<file path="src/km_pkg.sv">
// Purpose: constants for the keying mixer
// Assumes: 32-bit AXI4-Lite register access
// Notes:   source codes, offsets and field positions
`default_nettype none
package km_pkg;
  // ---------------------------------------------------------------
  // register byte offsets
  // ---------------------------------------------------------------
  localparam logic [7:0] MIXER_CONTROL_OFS  = 8'h00;
  localparam logic [7:0] DATA_SOURCE_OFS    = 8'h04;
  localparam logic [7:0] UPPER_CARRIER_OFS  = 8'h08;
  localparam logic [7:0] LOWER_CARRIER_OFS  = 8'h0C;
  // ---------------------------------------------------------------
  // field positions
  // ---------------------------------------------------------------
  localparam int CTL_ENABLE_BIT  = 7;
  localparam int CTL_OINV_BIT    = 4;
  localparam int CTL_OUT_BIT     = 3;
  localparam int CTL_SWBIT_BIT   = 0;
  localparam int CAR_INVERT_BIT  = 6;
  localparam int CAR_SYNC_BIT    = 5;
  localparam int SEL_WIDTH       = 4;
  // ---------------------------------------------------------------
  // reset values
  // ---------------------------------------------------------------
  localparam logic [7:0] CTL_RESET = 8'h00;
  localparam logic [7:0] SRC_RESET = 8'h00;
  localparam logic [7:0] CAR_RESET = 8'h00;
  // ---------------------------------------------------------------
  // data stream source codes
  // ---------------------------------------------------------------
  localparam logic [3:0] DS_SOFT  = 4'h0;
  localparam logic [3:0] DS_CAPTURE_COMPARE_ONE  = 4'h1;
  localparam logic [3:0] DS_CAPTURE_COMPARE_TWO  = 4'h2;
  localparam logic [3:0] DS_PULSE_GENERATOR_FIVE  = 4'h3;
  localparam logic [3:0] DS_PULSE_GENERATOR_SIX  = 4'h4;
  localparam logic [3:0] DS_SDO   = 4'h5;
  localparam logic [3:0] DS_CMP1  = 4'h6;
  localparam logic [3:0] DS_CMP2  = 4'h7;
  localparam logic [3:0] DS_UART  = 4'h8;
  localparam logic [3:0] DS_PIN   = 4'h9;
  localparam logic [3:0] DS_NCO   = 4'hA;
  localparam logic [3:0] DS_LOGIC_CELL_ONE  = 4'hB;
  localparam logic [3:0] DS_LOGIC_CELL_TWO  = 4'hC;
  // ---------------------------------------------------------------
  // carrier source codes
  // ---------------------------------------------------------------
  localparam logic [3:0] CS_GND   = 4'h0;
  localparam logic [3:0] CS_CAPTURE_COMPARE_ONE  = 4'h1;
  localparam logic [3:0] CS_CAPTURE_COMPARE_TWO  = 4'h2;
  localparam logic [3:0] CS_PULSE_GENERATOR_FIVE  = 4'h3;
  localparam logic [3:0] CS_PULSE_GENERATOR_SIX  = 4'h4;
  localparam logic [3:0] CS_NCO   = 4'h5;
  localparam logic [3:0] CS_SYSCK = 4'h6;
  localparam logic [3:0] CS_FOSC  = 4'h7;
  localparam logic [3:0] CS_LOGIC_CELL_ONE  = 4'h8;
  localparam logic [3:0] CS_LOGIC_CELL_TWO  = 4'h9;
  localparam logic [3:0] CS_REFCK = 4'hA;
  localparam logic [3:0] CS_PINA  = 4'hB;
  localparam logic [3:0] CS_PINB  = 4'hC;
  // ---------------------------------------------------------------
  // synchronised input vector positions
  // ---------------------------------------------------------------
  localparam int IN_CAPTURE_COMPARE_ONE = 0;
  localparam int IN_CAPTURE_COMPARE_TWO = 1;
  localparam int IN_PULSE_GENERATOR_FIVE = 2;
  localparam int IN_PULSE_GENERATOR_SIX = 3;
  localparam int IN_SDO  = 4;
  localparam int IN_SPIM = 5;
  localparam int IN_CMP1 = 6;
  localparam int IN_CMP2 = 7;
  localparam int IN_UART = 8;
  localparam int IN_DPIN = 9;
  localparam int IN_NCO  = 10;
  localparam int IN_LOGIC_CELL_ONE = 11;
  localparam int IN_LOGIC_CELL_TWO = 12;
  localparam int IN_FOSC = 13;
  localparam int IN_REFC = 14;
  localparam int IN_PINA = 15;
  localparam int IN_PINB = 16;
  localparam int IN_NUM  = 17;
  // ---------------------------------------------------------------
  // bus responses
  // ---------------------------------------------------------------
  localparam logic [1:0] RESP_OKAY   = 2'h0;
  localparam logic [1:0] RESP_SLVERR = 2'h2;
endpackage : km_pkg
`default_nettype wire

</file>
<file path="src/km_keying_mixer.sv">
// Purpose: keying mixer, data stream keyed onto two carriers
// Assumes: one clock, synchronous active-low reset, AXI4-Lite
// Notes:   carrier edges are seen after the input synchronisers
//
// Decided for this implementation: the address map and the AXI4-Lite register port.
`timescale 1ns/1ps
`default_nettype none

// Operation
// - data high picks upper, low picks lower
// - keyed result of carrier and data drives pin
// - enable bit starts the mixer
// - disabled: carriers ground, data software bit
// - selections kept while disabled, reused later
// - pin held low while disabled
// - data source chosen by four-bit field
// - upper carrier chosen by four-bit field
// - lower carrier chosen by four-bit field
// - thirteen data stream sources offered
// - thirteen carrier sources offered per carrier
// - serial data out valid only in SPI
// - leaving synced carrier: hold until falling edge
// - returning synced carrier: wait for falling edge
// - upper sync bit enables upper synchronisation
// - lower sync bit enables lower synchronisation
// - upper invert bit inverts upper carrier
// - lower invert bit inverts lower carrier
// - output invert bit inverts pin
// - reset disables mixer, registers to default
module km_keying_mixer
  import km_pkg::*;
(
  input  wire logic        ref_clk,
  input  wire logic        reset_n,
  input  wire logic        awvalid,
  output logic             awready,
  input  wire logic [7:0]  awaddr,
  input  wire logic        wvalid,
  output logic             wready,
  input  wire logic [31:0] wdata,
  input  wire logic [3:0]  wstrb,
  output logic             bvalid,
  input  wire logic        bready,
  output logic [1:0]       bresp,
  input  wire logic        arvalid,
  output logic             arready,
  input  wire logic [7:0]  araddr,
  output logic             rvalid,
  input  wire logic        rready,
  output logic [31:0]      rdata,
  output logic [1:0]       rresp,
  input  wire logic        captureCompareOne,
  input  wire logic        captureCompareTwo,
  input  wire logic        pulseGeneratorFive,
  input  wire logic        pulseGeneratorSix,
  input  wire logic        serialPortOneDataOut,
  input  wire logic        serialPortOneSpiMode,
  input  wire logic        comparatorOne,
  input  wire logic        comparatorTwo,
  input  wire logic        uartTransmitter,
  input  wire logic        externalDataPin,
  input  wire logic        numericOscillator,
  input  wire logic        logicCellOne,
  input  wire logic        logicCellTwo,
  input  wire logic        fastInternalOscillator,
  input  wire logic        referenceClock,
  input  wire logic        externalCarrierPinA,
  input  wire logic        externalCarrierPinB,
  output logic             keyedOutput
);

  // ---------------------------------------------------------------
  // state
  // ---------------------------------------------------------------
  typedef struct packed {
    logic [IN_NUM-1:0] syncA;
    logic [IN_NUM-1:0] syncB;
    logic              sysClkDiv;
    logic              upperPrev;
    logic              lowerPrev;
    logic              upperAct;
    logic              lowerAct;
    logic              keyed;
    logic [7:0]        ctl;
    logic [7:0]        src;
    logic [7:0]        upper_carrier;
    logic [7:0]        lower_carrier;
    logic              awHave;
    logic [7:0]        awAddr;
    logic              wHave;
    logic [7:0]        wData;
    logic              wLane;
    logic              bValid;
    logic [1:0]        bResp;
    logic              rValid;
    logic [31:0]       rData;
    logic [1:0]        rResp;
  } km_state_t;

  km_state_t st_ff;
  km_state_t nxt_st;

  logic [IN_NUM-1:0] rawIn;
  logic [IN_NUM-1:0] inS;
  logic              enable;
  logic              dataBit;
  logic              upperRaw;
  logic              lowerRaw;
  logic              upperCar;
  logic              lowerCar;
  logic              upperFall;
  logic              lowerFall;
  logic              upperNext;
  logic              lowerNext;
  logic              mixed;
  logic              doWrite;
  logic              addrOk;

  // ---------------------------------------------------------------
  // source selection
  // ---------------------------------------------------------------
  function automatic logic pick_data(
    input logic [3:0]        sel,
    input logic [IN_NUM-1:0] v,
    input logic              sw
  );
    logic r;
    r = 1'b0;
    case (sel)
      DS_SOFT: r = sw;
      DS_CAPTURE_COMPARE_ONE: r = v[IN_CAPTURE_COMPARE_ONE];
      DS_CAPTURE_COMPARE_TWO: r = v[IN_CAPTURE_COMPARE_TWO];
      DS_PULSE_GENERATOR_FIVE: r = v[IN_PULSE_GENERATOR_FIVE];
      DS_PULSE_GENERATOR_SIX: r = v[IN_PULSE_GENERATOR_SIX];
      DS_SDO:  r = v[IN_SDO] & v[IN_SPIM];
      DS_CMP1: r = v[IN_CMP1];
      DS_CMP2: r = v[IN_CMP2];
      DS_UART: r = v[IN_UART];
      DS_PIN:  r = v[IN_DPIN];
      DS_NCO:  r = v[IN_NCO];
      DS_LOGIC_CELL_ONE: r = v[IN_LOGIC_CELL_ONE];
      DS_LOGIC_CELL_TWO: r = v[IN_LOGIC_CELL_TWO];
      default: r = 1'b0;
    endcase
    return r;
  endfunction : pick_data

  function automatic logic pick_carrier(
    input logic [3:0]        sel,
    input logic [IN_NUM-1:0] v,
    input logic              sck
  );
    logic r;
    r = 1'b0;
    case (sel)
      CS_GND:   r = 1'b0;
      CS_CAPTURE_COMPARE_ONE:  r = v[IN_CAPTURE_COMPARE_ONE];
      CS_CAPTURE_COMPARE_TWO:  r = v[IN_CAPTURE_COMPARE_TWO];
      CS_PULSE_GENERATOR_FIVE:  r = v[IN_PULSE_GENERATOR_FIVE];
      CS_PULSE_GENERATOR_SIX:  r = v[IN_PULSE_GENERATOR_SIX];
      CS_NCO:   r = v[IN_NCO];
      CS_SYSCK: r = sck;
      CS_FOSC:  r = v[IN_FOSC];
      CS_LOGIC_CELL_ONE:  r = v[IN_LOGIC_CELL_ONE];
      CS_LOGIC_CELL_TWO:  r = v[IN_LOGIC_CELL_TWO];
      CS_REFCK: r = v[IN_REFC];
      CS_PINA:  r = v[IN_PINA];
      CS_PINB:  r = v[IN_PINB];
      default:  r = 1'b0;
    endcase
    return r;
  endfunction : pick_carrier

  // ---------------------------------------------------------------
  // raw input vector
  // ---------------------------------------------------------------
  always_comb begin
    rawIn          = '0;
    rawIn[IN_CAPTURE_COMPARE_ONE] = captureCompareOne;
    rawIn[IN_CAPTURE_COMPARE_TWO] = captureCompareTwo;
    rawIn[IN_PULSE_GENERATOR_FIVE] = pulseGeneratorFive;
    rawIn[IN_PULSE_GENERATOR_SIX] = pulseGeneratorSix;
    rawIn[IN_SDO]  = serialPortOneDataOut;
    rawIn[IN_SPIM] = serialPortOneSpiMode;
    rawIn[IN_CMP1] = comparatorOne;
    rawIn[IN_CMP2] = comparatorTwo;
    rawIn[IN_UART] = uartTransmitter;
    rawIn[IN_DPIN] = externalDataPin;
    rawIn[IN_NCO]  = numericOscillator;
    rawIn[IN_LOGIC_CELL_ONE] = logicCellOne;
    rawIn[IN_LOGIC_CELL_TWO] = logicCellTwo;
    rawIn[IN_FOSC] = fastInternalOscillator;
    rawIn[IN_REFC] = referenceClock;
    rawIn[IN_PINA] = externalCarrierPinA;
    rawIn[IN_PINB] = externalCarrierPinB;
  end

  // ---------------------------------------------------------------
  // mixing datapath
  // ---------------------------------------------------------------
  always_comb begin
    inS     = st_ff.syncB;
    enable  = st_ff.ctl[CTL_ENABLE_BIT];
    dataBit = pick_data(enable ? st_ff.src[3:0] : DS_SOFT,
                        inS, st_ff.ctl[CTL_SWBIT_BIT]);
    upperRaw = pick_carrier(enable ? st_ff.upper_carrier[3:0] : CS_GND,
                            inS, st_ff.sysClkDiv);
    lowerRaw = pick_carrier(enable ? st_ff.lower_carrier[3:0] : CS_GND,
                            inS, st_ff.sysClkDiv);
    upperCar  = upperRaw ^ st_ff.upper_carrier[CAR_INVERT_BIT];
    lowerCar  = lowerRaw ^ st_ff.lower_carrier[CAR_INVERT_BIT];
    upperFall = st_ff.upperPrev & ~upperCar;
    lowerFall = st_ff.lowerPrev & ~lowerCar;
    upperNext = st_ff.upperAct;
    lowerNext = st_ff.lowerAct;
    if (!st_ff.upper_carrier[CAR_SYNC_BIT]) begin
      upperNext = dataBit;
    end else if (upperFall) begin
      upperNext = dataBit;
    end
    if (!st_ff.lower_carrier[CAR_SYNC_BIT]) begin
      lowerNext = ~dataBit;
    end else if (lowerFall) begin
      lowerNext = ~dataBit;
    end
    mixed = (upperNext & upperCar) | (lowerNext & lowerCar);
  end

  // ---------------------------------------------------------------
  // bus decode
  // ---------------------------------------------------------------
  always_comb begin
    awready = !st_ff.awHave && !st_ff.bValid;
    wready  = !st_ff.wHave && !st_ff.bValid;
    arready = !st_ff.rValid;
    bvalid  = st_ff.bValid;
    bresp   = st_ff.bResp;
    rvalid  = st_ff.rValid;
    rdata   = st_ff.rData;
    rresp   = st_ff.rResp;
    doWrite = st_ff.awHave && st_ff.wHave && !st_ff.bValid;
    if (st_ff.awAddr == MIXER_CONTROL_OFS) begin
      addrOk = 1'b1;
    end else if (st_ff.awAddr == DATA_SOURCE_OFS) begin
      addrOk = 1'b1;
    end else if (st_ff.awAddr == UPPER_CARRIER_OFS) begin
      addrOk = 1'b1;
    end else if (st_ff.awAddr == LOWER_CARRIER_OFS) begin
      addrOk = 1'b1;
    end else begin
      addrOk = 1'b0;
    end
  end

  // ---------------------------------------------------------------
  // next state
  // ---------------------------------------------------------------
  always_comb begin
    nxt_st           = st_ff;
    nxt_st.syncA     = rawIn;
    nxt_st.syncB     = st_ff.syncA;
    nxt_st.sysClkDiv = ~st_ff.sysClkDiv;
    nxt_st.upperPrev = upperCar;
    nxt_st.lowerPrev = lowerCar;
    nxt_st.upperAct  = upperNext;
    nxt_st.lowerAct  = lowerNext;
    nxt_st.keyed     = enable & (mixed ^ st_ff.ctl[CTL_OINV_BIT]);
    nxt_st.ctl[CTL_OUT_BIT] = st_ff.keyed;
    if (awvalid && awready) begin
      nxt_st.awHave = 1'b1;
      nxt_st.awAddr = {awaddr[7:2], 2'b00};
    end
    if (wvalid && wready) begin
      nxt_st.wHave = 1'b1;
      nxt_st.wData = wdata[7:0];
      nxt_st.wLane = wstrb[0];
    end
    if (doWrite) begin
      nxt_st.awHave = 1'b0;
      nxt_st.wHave  = 1'b0;
      nxt_st.bValid = 1'b1;
      nxt_st.bResp  = addrOk ? RESP_OKAY : RESP_SLVERR;
      if (st_ff.wLane) begin
        if (st_ff.awAddr == MIXER_CONTROL_OFS) begin
          nxt_st.ctl[CTL_ENABLE_BIT] = st_ff.wData[CTL_ENABLE_BIT];
          nxt_st.ctl[CTL_OINV_BIT]   = st_ff.wData[CTL_OINV_BIT];
          nxt_st.ctl[CTL_SWBIT_BIT]  = st_ff.wData[CTL_SWBIT_BIT];
        end else if (st_ff.awAddr == DATA_SOURCE_OFS) begin
          nxt_st.src = {4'h0, st_ff.wData[3:0]};
        end else if (st_ff.awAddr == UPPER_CARRIER_OFS) begin
          nxt_st.upper_carrier = {1'b0, st_ff.wData[6:5], 1'b0,
                         st_ff.wData[3:0]};
        end else if (st_ff.awAddr == LOWER_CARRIER_OFS) begin
          nxt_st.lower_carrier = {1'b0, st_ff.wData[6:5], 1'b0,
                         st_ff.wData[3:0]};
        end
      end
    end
    if (st_ff.bValid && bready) begin
      nxt_st.bValid = 1'b0;
    end
    if (arvalid && arready) begin
      nxt_st.rValid = 1'b1;
      nxt_st.rResp  = RESP_OKAY;
      if ({araddr[7:2], 2'b00} == MIXER_CONTROL_OFS) begin
        nxt_st.rData = {24'h000000, st_ff.ctl[7:4], st_ff.keyed,
                        st_ff.ctl[2:0]};
      end else if ({araddr[7:2], 2'b00} == DATA_SOURCE_OFS) begin
        nxt_st.rData = {24'h000000, st_ff.src};
      end else if ({araddr[7:2], 2'b00} == UPPER_CARRIER_OFS) begin
        nxt_st.rData = {24'h000000, st_ff.upper_carrier};
      end else if ({araddr[7:2], 2'b00} == LOWER_CARRIER_OFS) begin
        nxt_st.rData = {24'h000000, st_ff.lower_carrier};
      end else begin
        nxt_st.rData = 32'h00000000;
        nxt_st.rResp = RESP_SLVERR;
      end
    end else if (st_ff.rValid && rready) begin
      nxt_st.rValid = 1'b0;
    end
  end

  // ---------------------------------------------------------------
  // registers
  // ---------------------------------------------------------------
  always_ff @(posedge ref_clk) begin
    if (!reset_n) begin
      st_ff      <= '0;
      st_ff.ctl  <= CTL_RESET;
      st_ff.src  <= SRC_RESET;
      st_ff.upper_carrier <= CAR_RESET;
      st_ff.lower_carrier <= CAR_RESET;
    end else begin
      st_ff <= nxt_st;
    end
  end

  assign keyedOutput = st_ff.keyed;

endmodule : km_keying_mixer
`default_nettype wire

</file>
<file path="config.mk">
export PLATFORM = sky130hd
export DESIGN_NAME = km_keying_mixer
export DESIGN_NICKNAME = d
export VERILOG_FILES = /design/src/km_pkg.sv /design/src/km_keying_mixer.sv
export SDC_FILE = /design/constraint.sdc
export NUM_CORES = 1
export LEC_CHECK = 0
export CORE_MARGIN = 2
export CORE_UTILIZATION = 26
export DETAILED_ROUTE_END_ITERATION = 8
export DONT_BUFFER_PORTS = 1
export GPL_TIMING_DRIVEN = 0
export MAX_ROUTING_LAYER = met4
export PLACE_DENSITY = 0.4
export SETUP_SLACK_MARGIN = 0.02
export SLEW_MARGIN = 10
export SYNTH_ARGS = -nofsm -noshare
export SYNTH_HDL_FRONTEND = slang
export SYNTH_SLANG_ARGS = --single-unit
</file>
<file path="constraint.sdc">
create_clock -name ref_clk -period 3.45 [get_ports ref_clk]
set_clock_uncertainty 0.1 [all_clocks]
set_input_delay 0.5175 -clock ref_clk [delete_from_list [all_inputs] [get_ports ref_clk]]
set_output_delay 0.5175 -clock ref_clk [all_outputs]
set_load 0.005 [all_outputs]
</file>
==> out/metrics.csv <==
stage,metric,value,unit
yosys,Yosys top cell by area,dfxtp_1,
run,Max-cap violations,0,
clock_network,CTS buffer count,9,
sta,Setup WS post-layout,1064,ps
yosys,Post-synth EDFFs,0,
min_path,HP Class,input pin to register,
drt,Via Count,2834,
clock_network,Post-CTS Hold Buffers,0,
die,die height,126.3,microns
die,die area,15940,sq um
critical_path,type of destination of the critical path,register,
yosys,synthesized instance count,424,
clock_network,CTS tree,yes,
clock_network,root buffer cell,clkbuf_16,
critical_path,Reg2Reg Launch Point,enable,
power,Reg power frac,0.492,
critical_path,"Data arrival, critical path",2520,ps
critical_path,crit-path max FO,10,
cells_and_area,"Design Area, Final",4517,sq um
power,switch share,0.2335,
sta,achievable clock frequency,419.2,MHz
drt,DR pass1 iterations,5,
cells_and_area,"Area growth, synth to finish",16.23,%
sta,Period minus WS final,2386,ps
critical_path,CP Class,register to register,
clock_network,clock sinks,88,
min_path,Hold Crit Start,rready,
yosys,top_reg_cell synth,dfxtp_1,
sta,Final Hold Fails,0,
drt,WL final,8982,microns
global_routing,largest net degree at the start of global routing,17,
global_routing,global-route wire length before repair,14480,microns
sta,Slew HR,0.3938,
power,combinational share of power,0.058,
yosys,largest cells by area after synthesis,"dfxtp_1, mux2i_1, buf_4, and2_1, nor2_1",
drt,post-route antenna net violation count,0,
min_path,Hold Crit Endpoint,rvalid,
clock_network,post-CTS sizing,0,
cells_and_area,ANT cells,0,
power,Net Switching,0.5119,mW
critical_path,Worst EP required,3580,ps
power,Pwr Density,485.3,nW/um^2
sta,Hold WS,173.8,ps
die,Starting Density,0.2664,
critical_path,Startpoint Class,register,
critical_path,FF-to-FF End,keyedOutput,
yosys,Post-synth top cells,"dfxtp_1, nor2_1, and2_1",
cells_and_area,Post-layout nets,536,
yosys,Yosys warnings,0,
die,IO Pins,118,
drt,vias per cell,4.367,
global_routing,initial antenna violation count,0,
clock_network,clk buf depth,2,
placed_design,RD Place Congestion,0.7753,
yosys,ys async rst share,0,
sta,fin. max-slew vios,0,
yosys,Post-Syn Area,3886,sq um
power,internal power,1.680,mW
clock_network,"CTS clk-pin slew, worst paths",60,ps
critical_path,cell depth of the worst flop-to-flop path,7,
clock_network,H-tree depth,3,
sta,final setup vio count,0,
drt,drt initial violations,130,
placed_design,pre-CTS setup slack,1038,ps
yosys,Netlist cell types,56,
min_path,worst hold stages,1,
die,row cnt,44,
yosys,post-synthesis register bit count,88,
die,core area,14590,sq um
sta,setup TNS,0,ps
yosys,"Avg Cell Area, Syn",9.166,sq um
critical_path,worst reg-to-reg setup slack,1060,ps
drt,Wirelength per Cell,13.84,microns
run_status,status,"finished, final reports clean",
sta,RSZ-0062 raised after global routing,no,
placed_design,placed instance area,4210,sq um
yosys,Synth top area share,0.4533,
placed_design,IO buf count,0,
sta,final cycle utilization of the critical path,0.6915,
clock_network,postcts setup bufs,0,
die,Die Width,126.3,microns
drt,DRC,0,
power,Peak VDD IR,0.2017,mV
sta,Worst Tran Pin Value,901.1,ps
global_routing,vias in the first global route,2766,
cells_and_area,layout cell share with drive strength beyond 1,0.1527,
yosys,"count leader, synth",dfxtp_1,
power,Lkg Pwr,1.751,nW
placed_design,hpwl dp,6818,microns
global_routing,All-Layer GR Usage,0.1216,
clock_network,Clock Latency Late Sink,340,ps
critical_path,Worst Setup SP,enable,
yosys,"Seq/Total Area, Yosys",0.4533,
power,clock power share,0.450,
global_routing,GR Overflow Total,0,
[cells in the final DEF, fill, tap and decap left out, drive strengths merged, types with 7 or more instances in the layout]
cell type	n
a21oi	26
and2	37
buf	40
clkbuf	28
conb	26
dfxtp	88
mux2i	36
nand2	35
nand3b	8
nor2	45
nor3	7
o21ai	12
[kinds of logic (layout without fill, tap and decap cells)]
logic type / Yosys count / in the layout / share of synthesized area
AOI/OAI and AO/OA: 62 / 62 / 0.1024
buffers and inverters: 65 / 81 / 0.1004
DFF: 88 / 88 / 0.4533
muxes: 40 / 40 / 0.1053
other: 1 / 26 / 0.0009649
and+or+nand+nor: 168 / 168 / 0.2376
[per-stage QoR]
step,total power [mW],utilization,cells
floorplan,1.199,-,449
global placement,1.229,0.2886,633
detailed placement,1.231,0.2886,633
CTS,2.237,0.3096,649
global route,2.293,0.3096,649
finish,2.192,0.3096,649
[worst max-delay path, cell delays in order, from the launching register on]
cell	delay [ps]
dfxtp_1	460
clkbuf_1	490
o211ai_1	250
and3_1	230
and3_1	220
a221oi_2	260
o21ai_0	100
and4b_1	170
[worst max path at each step]
stage	to	slack (ps)	cells after the start
2_1_floorplan	keyedOutput	1430	8
3_3_place_gp	keyedOutput	1010	7
3_5_place_dp	keyedOutput	1040	7
4_1_cts	keyedOutput	1020	7
5_1_grt	keyedOutput	800	7
6_report	keyedOutput	1060	7
[state kept, by name, summed over array words and instances (netlist names), 8 cells and up]
| name | cells |
|---|---|
| st_ff | 40 |
| inS | 17 |
| nxt_st | 17 |
| rdata | 8 |
[power groups by stage]
stage | logic [mW] | registers (mW) | clock network, mW
after CTS | 0.130 | 1.08 | 1.03
final | 0.128 | 1.08 | 0.987
after global placement | 0.127 | 1.10 | 0
after global routing | 0.146 | 1.08 | 1.06
after floorplan | 0.107 | 1.09 | 0
after detailed placement | 0.129 | 1.10 | 0
[final cells by class]
class                   count  area, sq um
well taps                 184        230.2
inverters                   6        22.52
clock buffers               9        225.2
multi-input cells         296         1828
flip-flops and latches     88         1762
fillers                  1531        10070
plain buffers              59        367.9
clock inverters             7        81.33
[per-layer routing]
layer | vias up | global-route usage | part of all wire
li1 | 1451 | - | -
met2 | 80 | 0.1771 | 0.44
met3 | 9 | 0.03781 | 0.053
met1 | 1294 | 0.1573 | 0.49
met4 | 0 | 0.04719 | 0.015
met5 | - | - | 0
Power figures use the tool's default switching activity.
